$ cat src/verilog/card_nand_pkg.sv
// constants, types and carriers for the card and flash strobe steering
// How it works
// - memory modes: read, write onto card memory strobes
// - io mode: memory strobes high, io strobes driven
// - assign bits put card selects on cs4, cs2
// - shared pins carry card signals only during card access
// - slot 0 select timed exactly like cs4
// - read-not-write valid for the whole transfer
// - flash assign bit enables flash on cs3 space
// - cs3 active: strobes go to flash enables
// - flash enables drop when address leaves cs3 space
// - a21 is address latch, a22 command latch
// - reset default: byte select, 16 bit, cs-controlled
// - address picks io, common, attribute or ide mode
// - a22 drives register select except in ide
// - card enables follow byte selects or fixed levels
package card_nand_pkg;

	// address space of chip select 3: 0x4000_0000 to 0x4fff_ffff
	localparam int SPACE_HI = 31;
	localparam int SPACE_LO = 28;
	localparam logic [3:0] FLASH_SPACE = 4'h4;

	// card mode field sits at address bits [23:22]
	localparam int MODE_HI = 23;
	localparam int MODE_LO = 22;
	localparam logic [1:0] MAP_ATTR = 2'h0;
	localparam logic [1:0] MAP_COMMON = 2'h1;
	localparam logic [1:0] MAP_IO = 2'h2;
	localparam logic [1:0] MAP_IDE = 2'h3;

	// flash latch enables and card register select
	localparam int ALE_BIT = 21;
	localparam int CLE_BIT = 22;
	localparam int REG_BIT = 22;

	// static controller defaults after reset
	localparam logic CFG_BYTE_SEL_RST = 1'h1;
	localparam logic CFG_BUS16_RST = 1'h1;
	localparam logic CFG_CS_RW_RST = 1'h1;

	typedef enum logic [1:0] {
		MODE_ATTR = 2'b00,
		MODE_COMMON = 2'b01,
		MODE_IO = 2'b11,
		MODE_IDE = 2'b10
	} card_mode_e;

	// signals from the static memory controller, all active low
	typedef struct packed {
		logic [7:0] cs_n;
		logic rd_n;
		logic wr0_n;
		logic bs1_n;
		logic bs3_n;
		logic lb_n;
		logic ub_n;
	} smc_sig_s;

	// shared and dedicated bus pins, all active low
	typedef struct packed {
		logic cs0_n;
		logic cs2_n;
		logic cs3_n;
		logic cs4_n;
		logic rd_n;
		logic wr0_n;
		logic bs1_n;
		logic bs3_n;
	} pin_s;

	typedef struct packed {
		logic byte_select;
		logic bus16;
		logic cs_rw;
	} smc_cfg_s;

endpackage

$ cat src/verilog/card_nand_steer.sv
// strobe and select steering between static controller, card slots and flash
`timescale 1ns/100ps
module card_nand_steer
	import card_nand_pkg::*;
(
	input wire logic mclk, // system clock, 50 mhz
	input wire logic reset, // synchronous, active high
	input wire smc_sig_s smc_in, // controller strobes and selects
	input wire logic [31:0] xfer_addr, // current transfer address
	input wire logic xfer_read, // transfer direction, 1 read
	input wire logic slot0_assign_bit, // cs4 to card slot 0
	input wire logic slot1_assign_bit, // cs2 to card slot 1
	input wire logic nand_assign_bit, // cs3 to flash logic
	input wire logic [1:0] card_bus16, // per slot: 1 = 16 bit width
	input wire logic cfg_load, // load new controller config
	input wire smc_cfg_s cfg_in, // config to load
	output pin_s pins_r, // steered bus pins
	output logic card_enable_low_r, // card enable 1, active low
	output logic card_enable_high_r, // card enable 2, active low
	output logic card_reg_r, // card register select
	output logic flash_output_enable_r, // flash read enable, low
	output logic flash_write_enable_r, // flash write enable, low
	output logic flash_ale_r, // flash address latch enable
	output logic flash_cle_r, // flash command latch enable
	output card_mode_e card_mode_r, // mode of last card access
	output smc_cfg_s smc_cfg_r // controller config
);

	logic slot0_acc;
	logic slot1_acc;
	logic card_acc;
	logic in_flash_space;
	logic flash_acc;
	logic slot_bus16;
	card_mode_e mode_now;
	pin_s pins_nxt;
	logic ce_low_nxt;
	logic ce_high_nxt;

	// address to mode; all four codes are legal so no default
	function automatic card_mode_e decode_mode(input logic [1:0] f);
		card_mode_e m;
		m = MODE_ATTR;
		unique case (f)
			MAP_ATTR: m = MODE_ATTR;
			MAP_COMMON: m = MODE_COMMON;
			MAP_IO: m = MODE_IO;
			MAP_IDE: m = MODE_IDE;
		endcase
		return m;
	endfunction

	// which slot, if any, this access targets
	assign slot0_acc = slot0_assign_bit & ~smc_in.cs_n[4];
	assign slot1_acc = slot1_assign_bit & ~smc_in.cs_n[2];
	assign card_acc = slot0_acc | slot1_acc;
	assign mode_now = decode_mode(xfer_addr[MODE_HI:MODE_LO]);
	assign slot_bus16 = slot0_acc ? card_bus16[0] : card_bus16[1];

	// flash gated by address as well as select, so enables drop at once
	assign in_flash_space = xfer_addr[SPACE_HI:SPACE_LO] == FLASH_SPACE;
	assign flash_acc = nand_assign_bit & ~smc_in.cs_n[3] & in_flash_space;

	// pin multiplexer
	always_comb begin
		pins_nxt.cs2_n = smc_in.cs_n[2];
		pins_nxt.cs3_n = smc_in.cs_n[3];
		// card select reuses cs4 unchanged, keeps the same timing
		pins_nxt.cs4_n = smc_in.cs_n[4];
		pins_nxt.cs0_n = smc_in.cs_n[0];
		pins_nxt.rd_n = smc_in.rd_n;
		pins_nxt.wr0_n = smc_in.wr0_n;
		pins_nxt.bs1_n = smc_in.bs1_n;
		pins_nxt.bs3_n = smc_in.bs3_n;
		if (card_acc) begin
			// direction comes from the transfer, not from strobes
			pins_nxt.cs0_n = xfer_read;
			unique case (mode_now)
				MODE_ATTR, MODE_COMMON: begin
					pins_nxt.rd_n = smc_in.rd_n;
					pins_nxt.wr0_n = smc_in.wr0_n;
					pins_nxt.bs1_n = 1'h1;
					pins_nxt.bs3_n = 1'h1;
				end
				MODE_IO: begin
					pins_nxt.rd_n = 1'h1;
					pins_nxt.wr0_n = 1'h1;
					pins_nxt.bs1_n = smc_in.rd_n;
					pins_nxt.bs3_n = smc_in.wr0_n;
				end
				MODE_IDE: begin
					pins_nxt.rd_n = 1'h0;
					pins_nxt.wr0_n = 1'h1;
					pins_nxt.bs1_n = smc_in.rd_n;
					pins_nxt.bs3_n = smc_in.wr0_n;
				end
			endcase
		end
	end

	// card enables follow the byte selects in 16 bit; 8 bit forces low enable on, high enable off
	always_comb begin
		ce_low_nxt = 1'h1;
		ce_high_nxt = 1'h1;
		if (card_acc) begin
			ce_low_nxt = slot_bus16 ? smc_in.lb_n : 1'h0;
			ce_high_nxt = slot_bus16 ? smc_in.ub_n : 1'h1;
		end
	end

	// bus pins, one flop stage so every output is registered
	always_ff @(posedge mclk) begin
		if (reset) begin
			pins_r <= '1;
		end else begin
			pins_r <= pins_nxt;
		end
	end

	// card side outputs
	always_ff @(posedge mclk) begin
		if (reset) begin
			card_enable_low_r <= 1'h1;
			card_enable_high_r <= 1'h1;
			card_reg_r <= 1'h1;
			card_mode_r <= MODE_ATTR;
		end else begin
			card_enable_low_r <= ce_low_nxt;
			card_enable_high_r <= ce_high_nxt;
			// ide has no register select; hold it inactive high
			card_reg_r <= (mode_now == MODE_IDE) ? 1'h1 : xfer_addr[REG_BIT];
			if (card_acc) begin
				card_mode_r <= mode_now;
			end
		end
	end

	// flash side outputs
	always_ff @(posedge mclk) begin
		if (reset) begin
			flash_output_enable_r <= 1'h1;
			flash_write_enable_r <= 1'h1;
			flash_ale_r <= 1'h0;
			flash_cle_r <= 1'h0;
		end else begin
			flash_output_enable_r <= flash_acc ? smc_in.rd_n : 1'h1;
			flash_write_enable_r <= flash_acc ? smc_in.wr0_n : 1'h1;
			// latches only move during flash access, else they rest low
			flash_ale_r <= flash_acc & xfer_addr[ALE_BIT];
			flash_cle_r <= flash_acc & xfer_addr[CLE_BIT];
		end
	end

	// controller config; software may reload it after boot
	always_ff @(posedge mclk) begin
		if (reset) begin
			smc_cfg_r.byte_select <= CFG_BYTE_SEL_RST;
			smc_cfg_r.bus16 <= CFG_BUS16_RST;
			smc_cfg_r.cs_rw <= CFG_CS_RW_RST;
		end else if (cfg_load) begin
			smc_cfg_r <= cfg_in;
		end
	end

	logic mem_acc;
	logic io_acc;
	logic ide_acc;
	assign mem_acc = card_acc && (mode_now == MODE_ATTR || mode_now == MODE_COMMON);
	assign io_acc = card_acc && mode_now == MODE_IO;
	assign ide_acc = card_acc && mode_now == MODE_IDE;
endmodule

$ cat config.mk
export PLATFORM = sky130hd
export DESIGN_NAME = card_nand_steer
export DESIGN_NICKNAME = d
export VERILOG_FILES = /design/src/verilog/card_nand_pkg.sv /design/src/verilog/card_nand_steer.sv
export SDC_FILE = /design/constraint.sdc
export NUM_CORES = 1
export LEC_CHECK = 0
export ABC_AREA = 1
export BUFFER_PORTS_ARGS = -buffer_cell sky130_fd_sc_hd__buf_2
export CAP_MARGIN = 20
export CORE_MARGIN = 2
export CORE_UTILIZATION = 38
export CTS_CLUSTER_SIZE = 10
export DETAILED_ROUTE_END_ITERATION = 10
export PLACE_DENSITY = 0.83
export SKIP_CTS_REPAIR_TIMING = 1
export SYNTH_ARGS = -nofsm -noshare
export SYNTH_HDL_FRONTEND = slang
export SYNTH_SLANG_ARGS = --single-unit
$ cat constraint.sdc
create_clock -name mclk -period 2.27 [get_ports mclk]
set_clock_uncertainty 0.15 [all_clocks]
set_input_delay 0.1135 -clock mclk [delete_from_list [all_inputs] [get_ports mclk]]
set_output_delay 0.1135 -clock mclk [all_outputs]
set_load 0.01 [all_outputs]
## After elaboration in Yosys (flattened, before gate mapping)

Index checks and enable logic that the tools add are counted.

- Register bits: 20
- Latch bits: 0
- Bits in writable memories: 0
- Memory bits (read-only): 0
- Input port bits: 58
- Output and inout bits: 20
- Word-level logic and storage cells: 52
- Memories kept: 0

- Add/subtract/negate cells: 0
- Multipliers: 0
- Div/mod/pow operators: 0
- Magnitude comparators: 0
- Equal/unequal tests: 7
- Shift operators: 0
- Multiplexer cells: 6
- Bitwise logic cells: 13
- Reduce and logical (&&, ||, !) cells: 7

Operators by type and width:

| kind | count |
|---|---|
| $pmux 4 s3 | 1 |
| $eq 2x2->1 const B | 4 |
| $pmux 2 s4 | 1 |
| $reduce_or 2->1 | 4 |
| $and 1x1->1 | 6 |
| $not 1->1 | 6 |
| $eq 2x1->1 const B | 2 |
| $eq 4x3->1 const B | 1 |
| $logic_not 2->1 | 2 |
| $mux 4 | 1 |
| $mux 1 | 3 |
| $reduce_or 3->1 | 1 |
| $or 1x1->1 | 1 |

## Logic depth before layout (Yosys ltp)

Gate-level depths: netlist of the first run.

- Depth in word-level cells: 6
- Mapped depth: 7
- Mapped depth without buffers: 7

## Worst setup path before layout of the first run

No wires, ideal clock.

- Path type: input -> register
- From: in xfer_addr[22]
- To: reg pins_r[0] (netlist name)
- Setup time: 0.123 ns
- Data arrival time: 0.679 ns
- Data required time: 1.997 ns
- Path slack: 1.317 ns
- Stages: 7
- Buffers on the path: 0
- Path through: inv_1 > ha_1 > inv_1 > nand2_1 > nand3_1 > nand2_1 > nand3_1

- Word-level cells in the longest chain between the ends: 6
- Elaborated cells on any way between the ends: 12
- Classes of those cells: eq/ne (6); mux (3); reduce/logical (3)

Ends and longest elaborated chain:

| what | RTL line | source |
|---|---|---|
| start: declaration | card_nand_steer.sv:9 | `input wire logic [31:0] xfer_addr,` |
| $eq 2x2->1 (tied with other cells) | card_nand_steer.sv:44 | `unique case (f)` |
| $pmux 2 s4 * | card_nand_steer.sv:44 |  |
| $eq 2x1->1 or $logic_not 2->1 (tied branches) | card_nand_steer.sv:78 | `unique case (mode_now)` |
| $reduce_or 2->1 | card_nand_steer.sv:78 |  |
| $pmux 4 s3 * | card_nand_steer.sv:78 |  |
| $mux 4 * | card_nand_steer.sv:75 | `if (card_acc) begin` |
| end signal: assignment | card_nand_steer.sv:116 | `pins_r <= pins_nxt;` |
| end: declaration | card_nand_steer.sv:17 | `output pin_s pins_r,` |

Mark *: on every way between the ends. The rest lies on a longest branch, timed or not.
A chain may end at the register's enable or synchronous reset.

==> results.rst, run 1 <==
.. list-table::
   :header-rows: 1

   * - Metric
     - Value
   * - Vias after detailed routing
     - 961
   * - Yosys warns
     - 0
   * - Hold WC Path Type
     - input port to flip-flop
   * - Total length of routed wires
     - 2.43 mm
   * - Clock transition at the register clock pins on the worst setup and hold paths after CTS
     - 0.11 ns
   * - Total leakage power
     - 0.704 nW
   * - Initial antenna violation count
     - 0
   * - WP data required
     - 2.32 ns
   * - Number of violations of the max-capacitance limit
     - 0
   * - Proportion of total power due to net switching
     - 25.2%
   * - I/O Buffers
     - 48
   * - Number of nets in the layout
     - 244
   * - Pin count of the biggest net entering global routing
     - 15
   * - Remaining Overflow, GRT
     - 0
   * - Critical path endpoint category
     - flip-flop
   * - Share of total power in the clock network
     - 27.6%
   * - Post-detailed-route wirelength per cell
     - 11.8 um
   * - Die span in y
     - 50.4 um
   * - X dimension of the die
     - 50.4 um
   * - Worst hold path cell count
     - 3
   * - Number of standard cells after synthesis
     - 101
   * - Count of pins over their slew limit
     - 0
   * - Reported net switching power
     - 185 uW
   * - Max clock buf depth
     - 2
   * - Most frequent cells in the layout
     - sky130_fd_sc_hd__buf_2 (48), sky130_fd_sc_hd__dlygate4sd3_1 (28), sky130_fd_sc_hd__nand2_1 (26)
   * - Share of the yosys chip area belonging to registers
     - 48.9%
   * - Slew at the pin closest to its max-slew limit
     - 0.403 ns
   * - TritonCTS clock tree
     - built
   * - Worst hold slack
     - -0.0192 ns
   * - Buffer cell driving the clock tree root
     - sky130_fd_sc_hd__clkbuf_4
   * - DR pass1 iterations
     - 4
   * - Synthesized netlist net count
     - 164
   * - DIE AREA
     - 0.00254 sq mm
   * - Internal power
     - 549 uW
   * - Synthesized area divided by synthesized cell count
     - 8.11 sq um
   * - I/O Pins
     - 78
   * - Number of register bits inferred by synthesis
     - 20
   * - Initial core utilization
     - 40.9%
   * - DRC violations left
     - 0
   * - Largest fanout on the critical path
     - 1
   * - Skew-Pair Late Insertion Delay
     - 0.30 ns
   * - Depth of the most critical reg-to-reg path
     - 3
   * - CP arrival
     - 2.00 ns
   * - Synthesis-to-finish area growth
     - 71.5%
   * - Power per standard cell area
     - 522 mW/mm^2
   * - Number of diodes added for antenna fixing
     - 0
   * - Worst slew margin relative to its limit
     - 73.1%
   * - DRT antenna net count
     - 0
   * - Area contributors post-synth
     - sky130_fd_sc_hd__dfxtp_1 (49%), sky130_fd_sc_hd__nand3_1 (12%), sky130_fd_sc_hd__nand2_1 (12%), sky130_fd_sc_hd__ha_1 (7.6%), sky130_fd_sc_hd__inv_1 (6.0%)
   * - Fill count
     - 150
   * - Combinational Power Share
     - 21.3%
   * - Yosys top cell by area
     - sky130_fd_sc_hd__dfxtp_1
   * - Flop pwr share
     - 51.1%
   * - Setup crit start kind
     - input port
   * - Core Region
     - 0.00200 sq mm
   * - Number of sinks handled by clock tree synthesis
     - 20
   * - Vias in the first global route
     - 730
   * - H-tree level count
     - 1
   * - Final number of setup-violating endpoints
     - 0
   * - Share of final-layout standard cells stronger than drive strength 1
     - 32.2%
   * - VDD IR-drop max
     - 0.328 mV
   * - Violated checks
     - hold timing
   * - Placed Area
     - 0.00109 sq mm
   * - Cell area after technology mapping
     - 820 sq um
   * - Total Neg Setup Slack
     - 0 ns
   * - WS Path Type
     - input port to flip-flop
   * - Total number of placement rows
     - 16
   * - Minimum period implied by the final worst setup slack
     - 1.95 ns
   * - Total routing resource utilization after global routing
     - 15.4%
   * - Result of the run
     - complete, but fails checks
   * - Fin crit share
     - 85.9%
   * - Fraction of post-synthesis cell area in the top cell type by area
     - 48.9%
   * - Post-synthesis cell type count
     - 15
   * - Total half-perimeter wirelength after legalization and detailed placement
     - 1.51 mm
   * - Number of DRC markers in iteration 0
     - 10
   * - Number of hold-slack violations in the final timing report
     - 1
   * - Average via count per standard cell
     - 4.64
   * - Achievable frequency
     - 513 MHz
   * - Number of buffers created by CTS
     - 3
   * - RSZ-0062 raised after global routing
     - no
   * - Most frequent standard cell in the layout excluding fill and tap cells
     - sky130_fd_sc_hd__buf_2
   * - Wire length of the first global-routing pass
     - 2.99 mm
   * - Final RePlAce weighted congestion
     - 0.832
   * - Final instance area
     - 0.00141 sq mm
layout make-up:
cell class	instances	area [sq um]	area share [%]
well taps	27	33.8	2.40
multi-input cells	67	365	26.0
flip-flops and latches	20	400	28.5
clock buffers	4	36.3	2.58
inverters	13	48.8	3.47
repair buffers	76	520	37.0
final timing paths:
kind | endpoint | slack [ns] | start
max reg2reg | smc_cfg_r[0] | 1.02 | smc_cfg_r[0]
min | card_reg_r | -0.02 | xfer_addr[22]
max | smc_cfg_r[0] | 0.32 | cfg_in[0]
min reg2reg | smc_cfg_r[1] | 0.34 | smc_cfg_r[1]
flip-flops by register name, indices dropped and copies added, names as in the netlist:
register and cells:
pins_r 8, card_reg_r 1, flash_output_enable_r 1, flash_write_enable_r 1, flash_cle_r 1, card_mode_r 2, flash_ale_r 1, card_enable_high_r 1
smc_cfg_r 3, card_enable_low_r 1
logic make-up (layout without fill, tap and decap cells):
kind of cell,after synthesis,in the layout,synth area share (%)
AO/OA/AOI/OAI,3,3,1.83
flip-flops,20,20,48.9
AND/OR/NAND/NOR,59,59,35.1
buffers and inverters,14,93,6.56
adder cells (fa/ha/maj),5,5,7.63
per-layer routing:
| metal | share of wire, % | vias to the layer above | global-route usage [%] |
|---|---|---|---|
| met5 | 0 | - | 0 |
| met4 | 2.8 | 0 | 8.56 |
| met3 | 4.9 | 9 | 2.98 |
| met2 | 53 | 33 | 27.9 |
| met1 | 39 | 443 | 16.5 |
| li1 | - | 476 | - |
power by group through the flow:
stage          logic [mW]  registers, mW  clock network (mW)
6_report            0.156          0.375               0.202
5_1_grt             0.172          0.377               0.228
4_1_cts             0.118          0.375               0.206
3_5_place_dp        0.117          0.383                   0
3_3_place_gp        0.114          0.383                   0
2_1_floorplan      0.0511          0.394                   0
worst max-delay path, stage by stage:
cell	delay [ns]
sky130_fd_sc_hd__dlygate4sd3_1	0.53
sky130_fd_sc_hd__buf_2	0.12
sky130_fd_sc_hd__nand2_1	0.04
sky130_fd_sc_hd__dlygate4sd3_1	0.56
sky130_fd_sc_hd__nand3_1	0.07
sky130_fd_sc_hd__dlygate4sd3_1	0.57
synthesized netlist by cell type, drive strengths merged:
cell type and n:
dfxtp 20, inv 13, nand3b 1, o21ai 1, nor2 6, buf 1, nand2 29, nor3b 1
nand4 1, ha 5, nand3 20, or2 1, a21oi 2
metrics by stage:
step	hold slack (ns)	power (mW)	cells	utilization (%)	setup slack (ns)
3_3_place_gp	0.153	0.496	175	54.4	1.11
3_5_place_dp	0.162	0.501	175	54.4	1.08
5_1_grt	0.00660	0.777	207	70.2	0.298
2_1_floorplan	0.0666	0.445	101	-	1.32
4_1_cts	-0.154	0.700	179	56.2	1.20
6_report	-0.0192	0.734	207	70.2	0.319
Power figures use the tool's default switching activity.
==> run 2: changes to the inputs <==
--- a/config.mk
+++ b/config.mk
@@ -5,14 +5,13 @@
 export SDC_FILE = /design/constraint.sdc
 export NUM_CORES = 1
 export LEC_CHECK = 0
-export ABC_AREA = 1
 export BUFFER_PORTS_ARGS = -buffer_cell sky130_fd_sc_hd__buf_2
 export CAP_MARGIN = 20
 export CORE_MARGIN = 2
-export CORE_UTILIZATION = 38
+export CORE_UTILIZATION = 37
 export CTS_CLUSTER_SIZE = 10
 export DETAILED_ROUTE_END_ITERATION = 10
-export PLACE_DENSITY = 0.83
+export PLACE_DENSITY = 0.82
 export SKIP_CTS_REPAIR_TIMING = 1
 export SYNTH_ARGS = -nofsm -noshare
 export SYNTH_HDL_FRONTEND = slang
==> run 2 against run 1 <==
  * The flow now finishes without violations
  * Final cell count is 14% lower
  * Sequential power hardly changed
  * Sequential share of layout area is 2.7 points higher
  * Synthesized cell count is 21% lower
  * Wire length is 7.2% lower
  * Critical endpoint is now card_enable_low_r
  * Highest routed layer unchanged
==> results.rst, run 2 <==
.. list-table::
   :header-rows: 1

   * - Metric
     - Value
   * - Number of standard cells after synthesis
     - 80 (-21%)
   * - Post-synthesis mux area share
     - 5.06% (+5.1 points)
   * - Share of the yosys chip area belonging to registers
     - 50.6% (+1.8 points)
   * - Average via count per standard cell
     - 4.84 (+4.2%)
   * - Yosys top cell by area
     - sky130_fd_sc_hd__dfxtp_1
   * - Reg-to-Reg Start
     - smc_cfg_r[1]
   * - Commonest cells in the synthesized netlist
     - sky130_fd_sc_hd__dfxtp_1 (20), sky130_fd_sc_hd__a21oi_1 (7), sky130_fd_sc_hd__nor2_1 (6), sky130_fd_sc_hd__ha_1 (5), sky130_fd_sc_hd__nand3_1 (5)
   * - Hold WC Path Type
     - input port to flip-flop
   * - Register-to-Register Setup Slack
     - 0.94 ns (-0.08 ns)
   * - Worst hold path cell count
     - 2 (-1)
   * - Slew at the pin closest to its max-slew limit
     - 0.392 ns (-0.0110 ns)
   * - Number of register bits inferred by synthesis
     - 20 (unchanged)
   * - Number of diodes added for antenna fixing
     - 0 (unchanged)
   * - Share of final-layout standard cells stronger than drive strength 1
     - 37.3% (+5.1 points)
   * - Fraction of post-synthesis cell area in the top cell type by area
     - 50.6% (+1.8 points)
   * - Synthesis-to-finish area growth
     - 62.2%
   * - Yosys warns
     - 0 (unchanged)
   * - Simple-gate portion of the synthesized area
     - 22.6% (-12 points)
   * - Number of hold-slack violations in the final timing report
     - 0 (-1)
   * - Total leakage power
     - 0.613 nW (-13%)
   * - VDD IR-drop max
     - 0.354 mV (+8.0%)
   * - Total number of placement rows
     - 16 (unchanged)
   * - Final number of setup-violating endpoints
     - 0 (unchanged)
   * - Initial core utilization
     - 39.9% (-1.0 points)
   * - Final RePlAce weighted congestion
     - 0.749 (-10%)
   * - DRC violations left
     - 0 (unchanged)
   * - Number of nets in the layout
     - 215 (-12%)
   * - Post-detailed-route wirelength per cell
     - 12.8 um (+8.6%)
   * - Achievable frequency
     - 504 MHz (-1.6%)
   * - I/O Pins
     - 78 (unchanged)
   * - Minimum period implied by the final worst setup slack
     - 1.98 ns (+0.0316 ns)
   * - Synthesized area divided by synthesized cell count
     - 9.88 sq um (+22%)
   * - Power per standard cell area
     - 525 mW/mm^2 (+0.60%)
   * - DRT antenna net count
     - 0 (unchanged)
   * - Non-Filler Instances
     - 177 (-14%)
   * - RSZ-0062 raised after global routing
     - no
   * - Worst hold slack
     - 0.00891 ns (+0.0281 ns)
   * - Initial antenna violation count
     - 0 (unchanged)
   * - Area fraction in compound gates after synthesis
     - 9.97% (+8.1 points)
   * - Adder and majority cell fraction of the synthesized area
     - 7.91% (+0.28 points)
   * - Total Neg Setup Slack
     - 0 ns (unchanged)
   * - Number of violations of the max-capacitance limit
     - 0 (unchanged)
   * - Largest registers
     - pins_r (8), smc_cfg_r (3), card_mode_r (2)
   * - Pin count of the biggest net entering global routing
     - 15 (unchanged)
   * - Clock transition at the register clock pins on the worst setup and hold paths after CTS
     - 0.11 ns (about the same)
   * - I/O Buffers
     - 48 (unchanged)
   * - Synthesized netlist net count
     - 143 (-13%)
   * - Register Area
     - 400 sq um (unchanged)
   * - CP arrival
     - 2.02 ns (+0.02 ns)
   * - Total routing resource utilization after global routing
     - 15.9% (+0.49 points)
   * - X dimension of the die
     - 50.2 um (-0.42%)
   * - Register bank with the most flops
     - pins_r
   * - Remaining Overflow, GRT
     - 0 (unchanged)
   * - WP data required
     - 2.31 ns (about the same)
   * - Number of enable-type register cells in the synthesized netlist
     - 0 (unchanged)
   * - Depth of the most critical reg-to-reg path
     - 3 (unchanged)
   * - Total length of routed wires
     - 2.26 mm (-7.2%)
   * - XOR/XNOR Fraction of Synth Area
     - 0% (unchanged)
   * - Fin crit share
     - 87.3% (+1.4 points)
   * - Instance count after placement with tap cells included
     - 153 (-13%)
   * - Most frequently used cell type in the post-synthesis netlist
     - sky130_fd_sc_hd__dfxtp_1
   * - Critical Path Start
     - smc_in[10]
   * - Result of the run
     - finished, final reports clean
   * - Cell area after technology mapping
     - 791 sq um (-3.5%)
   * - DR pass1 iterations
     - 4 (unchanged)
   * - Buffer cell driving the clock tree root
     - sky130_fd_sc_hd__clkbuf_4
   * - Critical path endpoint category
     - flip-flop
   * - Post-synth ARST share
     - 0% (unchanged)
   * - Main synth FF type
     - sky130_fd_sc_hd__dfxtp_1
   * - Number of DRC markers in iteration 0
     - 9 (-1)
   * - Number of sinks handled by clock tree synthesis
     - 20 (unchanged)
   * - Flip-flop count of the largest register after layout
     - 8 (unchanged)
   * - Capturing point of the worst reg2reg path
     - smc_cfg_r[1]
   * - Area of the multi-input gates
     - 360 sq um (-1.4%)
   * - Post-synthesis cell type count
     - 25 (+10)
   * - Most frequent standard cell in the layout excluding fill and tap cells
     - sky130_fd_sc_hd__buf_2
   * - Largest fanout on the critical path
     - 6 (+5)
   * - Max clock buf depth
     - 2 (unchanged)
   * - Die span in y
     - 50.2 um (-0.42%)
   * - WS Path Type
     - input port to flip-flop
   * - Worst slew margin relative to its limit
     - 73.5% (+0.40 points)
   * - Core Region
     - 0.00198 sq mm (-1.0%)
   * - Most frequent cells in the layout
     - sky130_fd_sc_hd__buf_2 (48), sky130_fd_sc_hd__dlygate4sd3_1 (21), sky130_fd_sc_hd__dfxtp_1 (20)
   * - DIE AREA
     - 0.00252 sq mm (-0.83%)
   * - Number of buffers created by CTS
     - 3 (unchanged)
   * - Setup crit start kind
     - input port
   * - Capturing instance or port of the critical path
     - card_enable_low_r
   * - Count of pins over their slew limit
     - 0 (unchanged)
   * - Total half-perimeter wirelength after legalization and detailed placement
     - 1.49 mm (-1.3%)
   * - H-tree level count
     - 1 (unchanged)
   * - Wire length of the first global-routing pass
     - 3.04 mm (+1.6%)
   * - TritonCTS clock tree
     - built
   * - Fill count
     - 186 (+24%)
   * - Vias in the first global route
     - 743 (+1.8%)
   * - Vias after detailed routing
     - 856 (-11%)
   * - Combinational family with the most area after synthesis
     - simple AND/OR/NAND/NOR gates
   * - Area contributors post-synth
     - sky130_fd_sc_hd__dfxtp_1 (51%), sky130_fd_sc_hd__ha_1 (7.9%), sky130_fd_sc_hd__mux2i_1 (5.1%), sky130_fd_sc_hd__a21oi_1 (4.4%), sky130_fd_sc_hd__nand3_1 (3.2%)
   * - Skew-Pair Late Insertion Delay
     - 0.28 ns (-0.02 ns)
==> run 2: worst min-delay path by stage <==
stage / start / end / slack, ns
after floorplan: reset / card_reg_r / 0.06
after global placement: smc_in[0] / card_enable_high_r / 0.16
after detailed placement: smc_in[0] / card_enable_high_r / 0.17
after CTS: smc_in[9] / pins_r[5] / -0.14
after global routing: reset / card_mode_r[0] / 0.03
final: reset / card_mode_r[1] / 0.009
==> run 2: worst max-delay path, cell delays in order <==
cell                            delay [ns]
sky130_fd_sc_hd__dlygate4sd3_1        0.53
sky130_fd_sc_hd__buf_2                0.14
sky130_fd_sc_hd__or2b_1               0.30
sky130_fd_sc_hd__a21oi_1              0.27
sky130_fd_sc_hd__o21ai_1              0.10
sky130_fd_sc_hd__dlygate4sd3_1        0.56
==> run 2: stage by stage <==
step / total power, mW / area (sq um) / worst slack [ns] / utilization [%]
floorplan: 0.435 / 791 / 1.14 / -
global placement: 0.484 / 1050 / 0.957 / 53.0
detailed placement: 0.489 / 1050 / 0.920 / 53.0
CTS: 0.648 / 1070 / 1.23 / 54.1
global route: 0.708 / 1280 / 0.222 / 64.7
finish: 0.674 / 1280 / 0.287 / 64.7
==> run 2: layout make-up <==
type                            count  area share (%)
Multi-Input combinational cell     54            28.1
Sequential cell                    20            31.2
Tap cell                           27            2.63
Clock buffer                        3            1.76
Timing Repair Buffer               69            35.1
Inverter                            4            1.17
==> run 2: cell families after synthesis <==
group,Yosys count
flops,20
compound gates,14
simple gates,31
fa+ha+maj,5
mux,4
buf+inv,6
==> run 2: where the power goes <==
group          total (mW)  internal (mW)  switching [mW]
sequential          0.374          0.368         0.00504
combinational       0.138         0.0761          0.0623
clock               0.162         0.0615           0.100
total               0.674          0.506           0.168
==> run 2: routing by layer <==
layer	up-vias	GRT usage, %	part of all wire, %
li1	415	-	-
met1	393	18.2	38
met2	39	27.2	53
met3	9	2.08	5.3
met4	0	10.6	3.7
met5	-	0	0
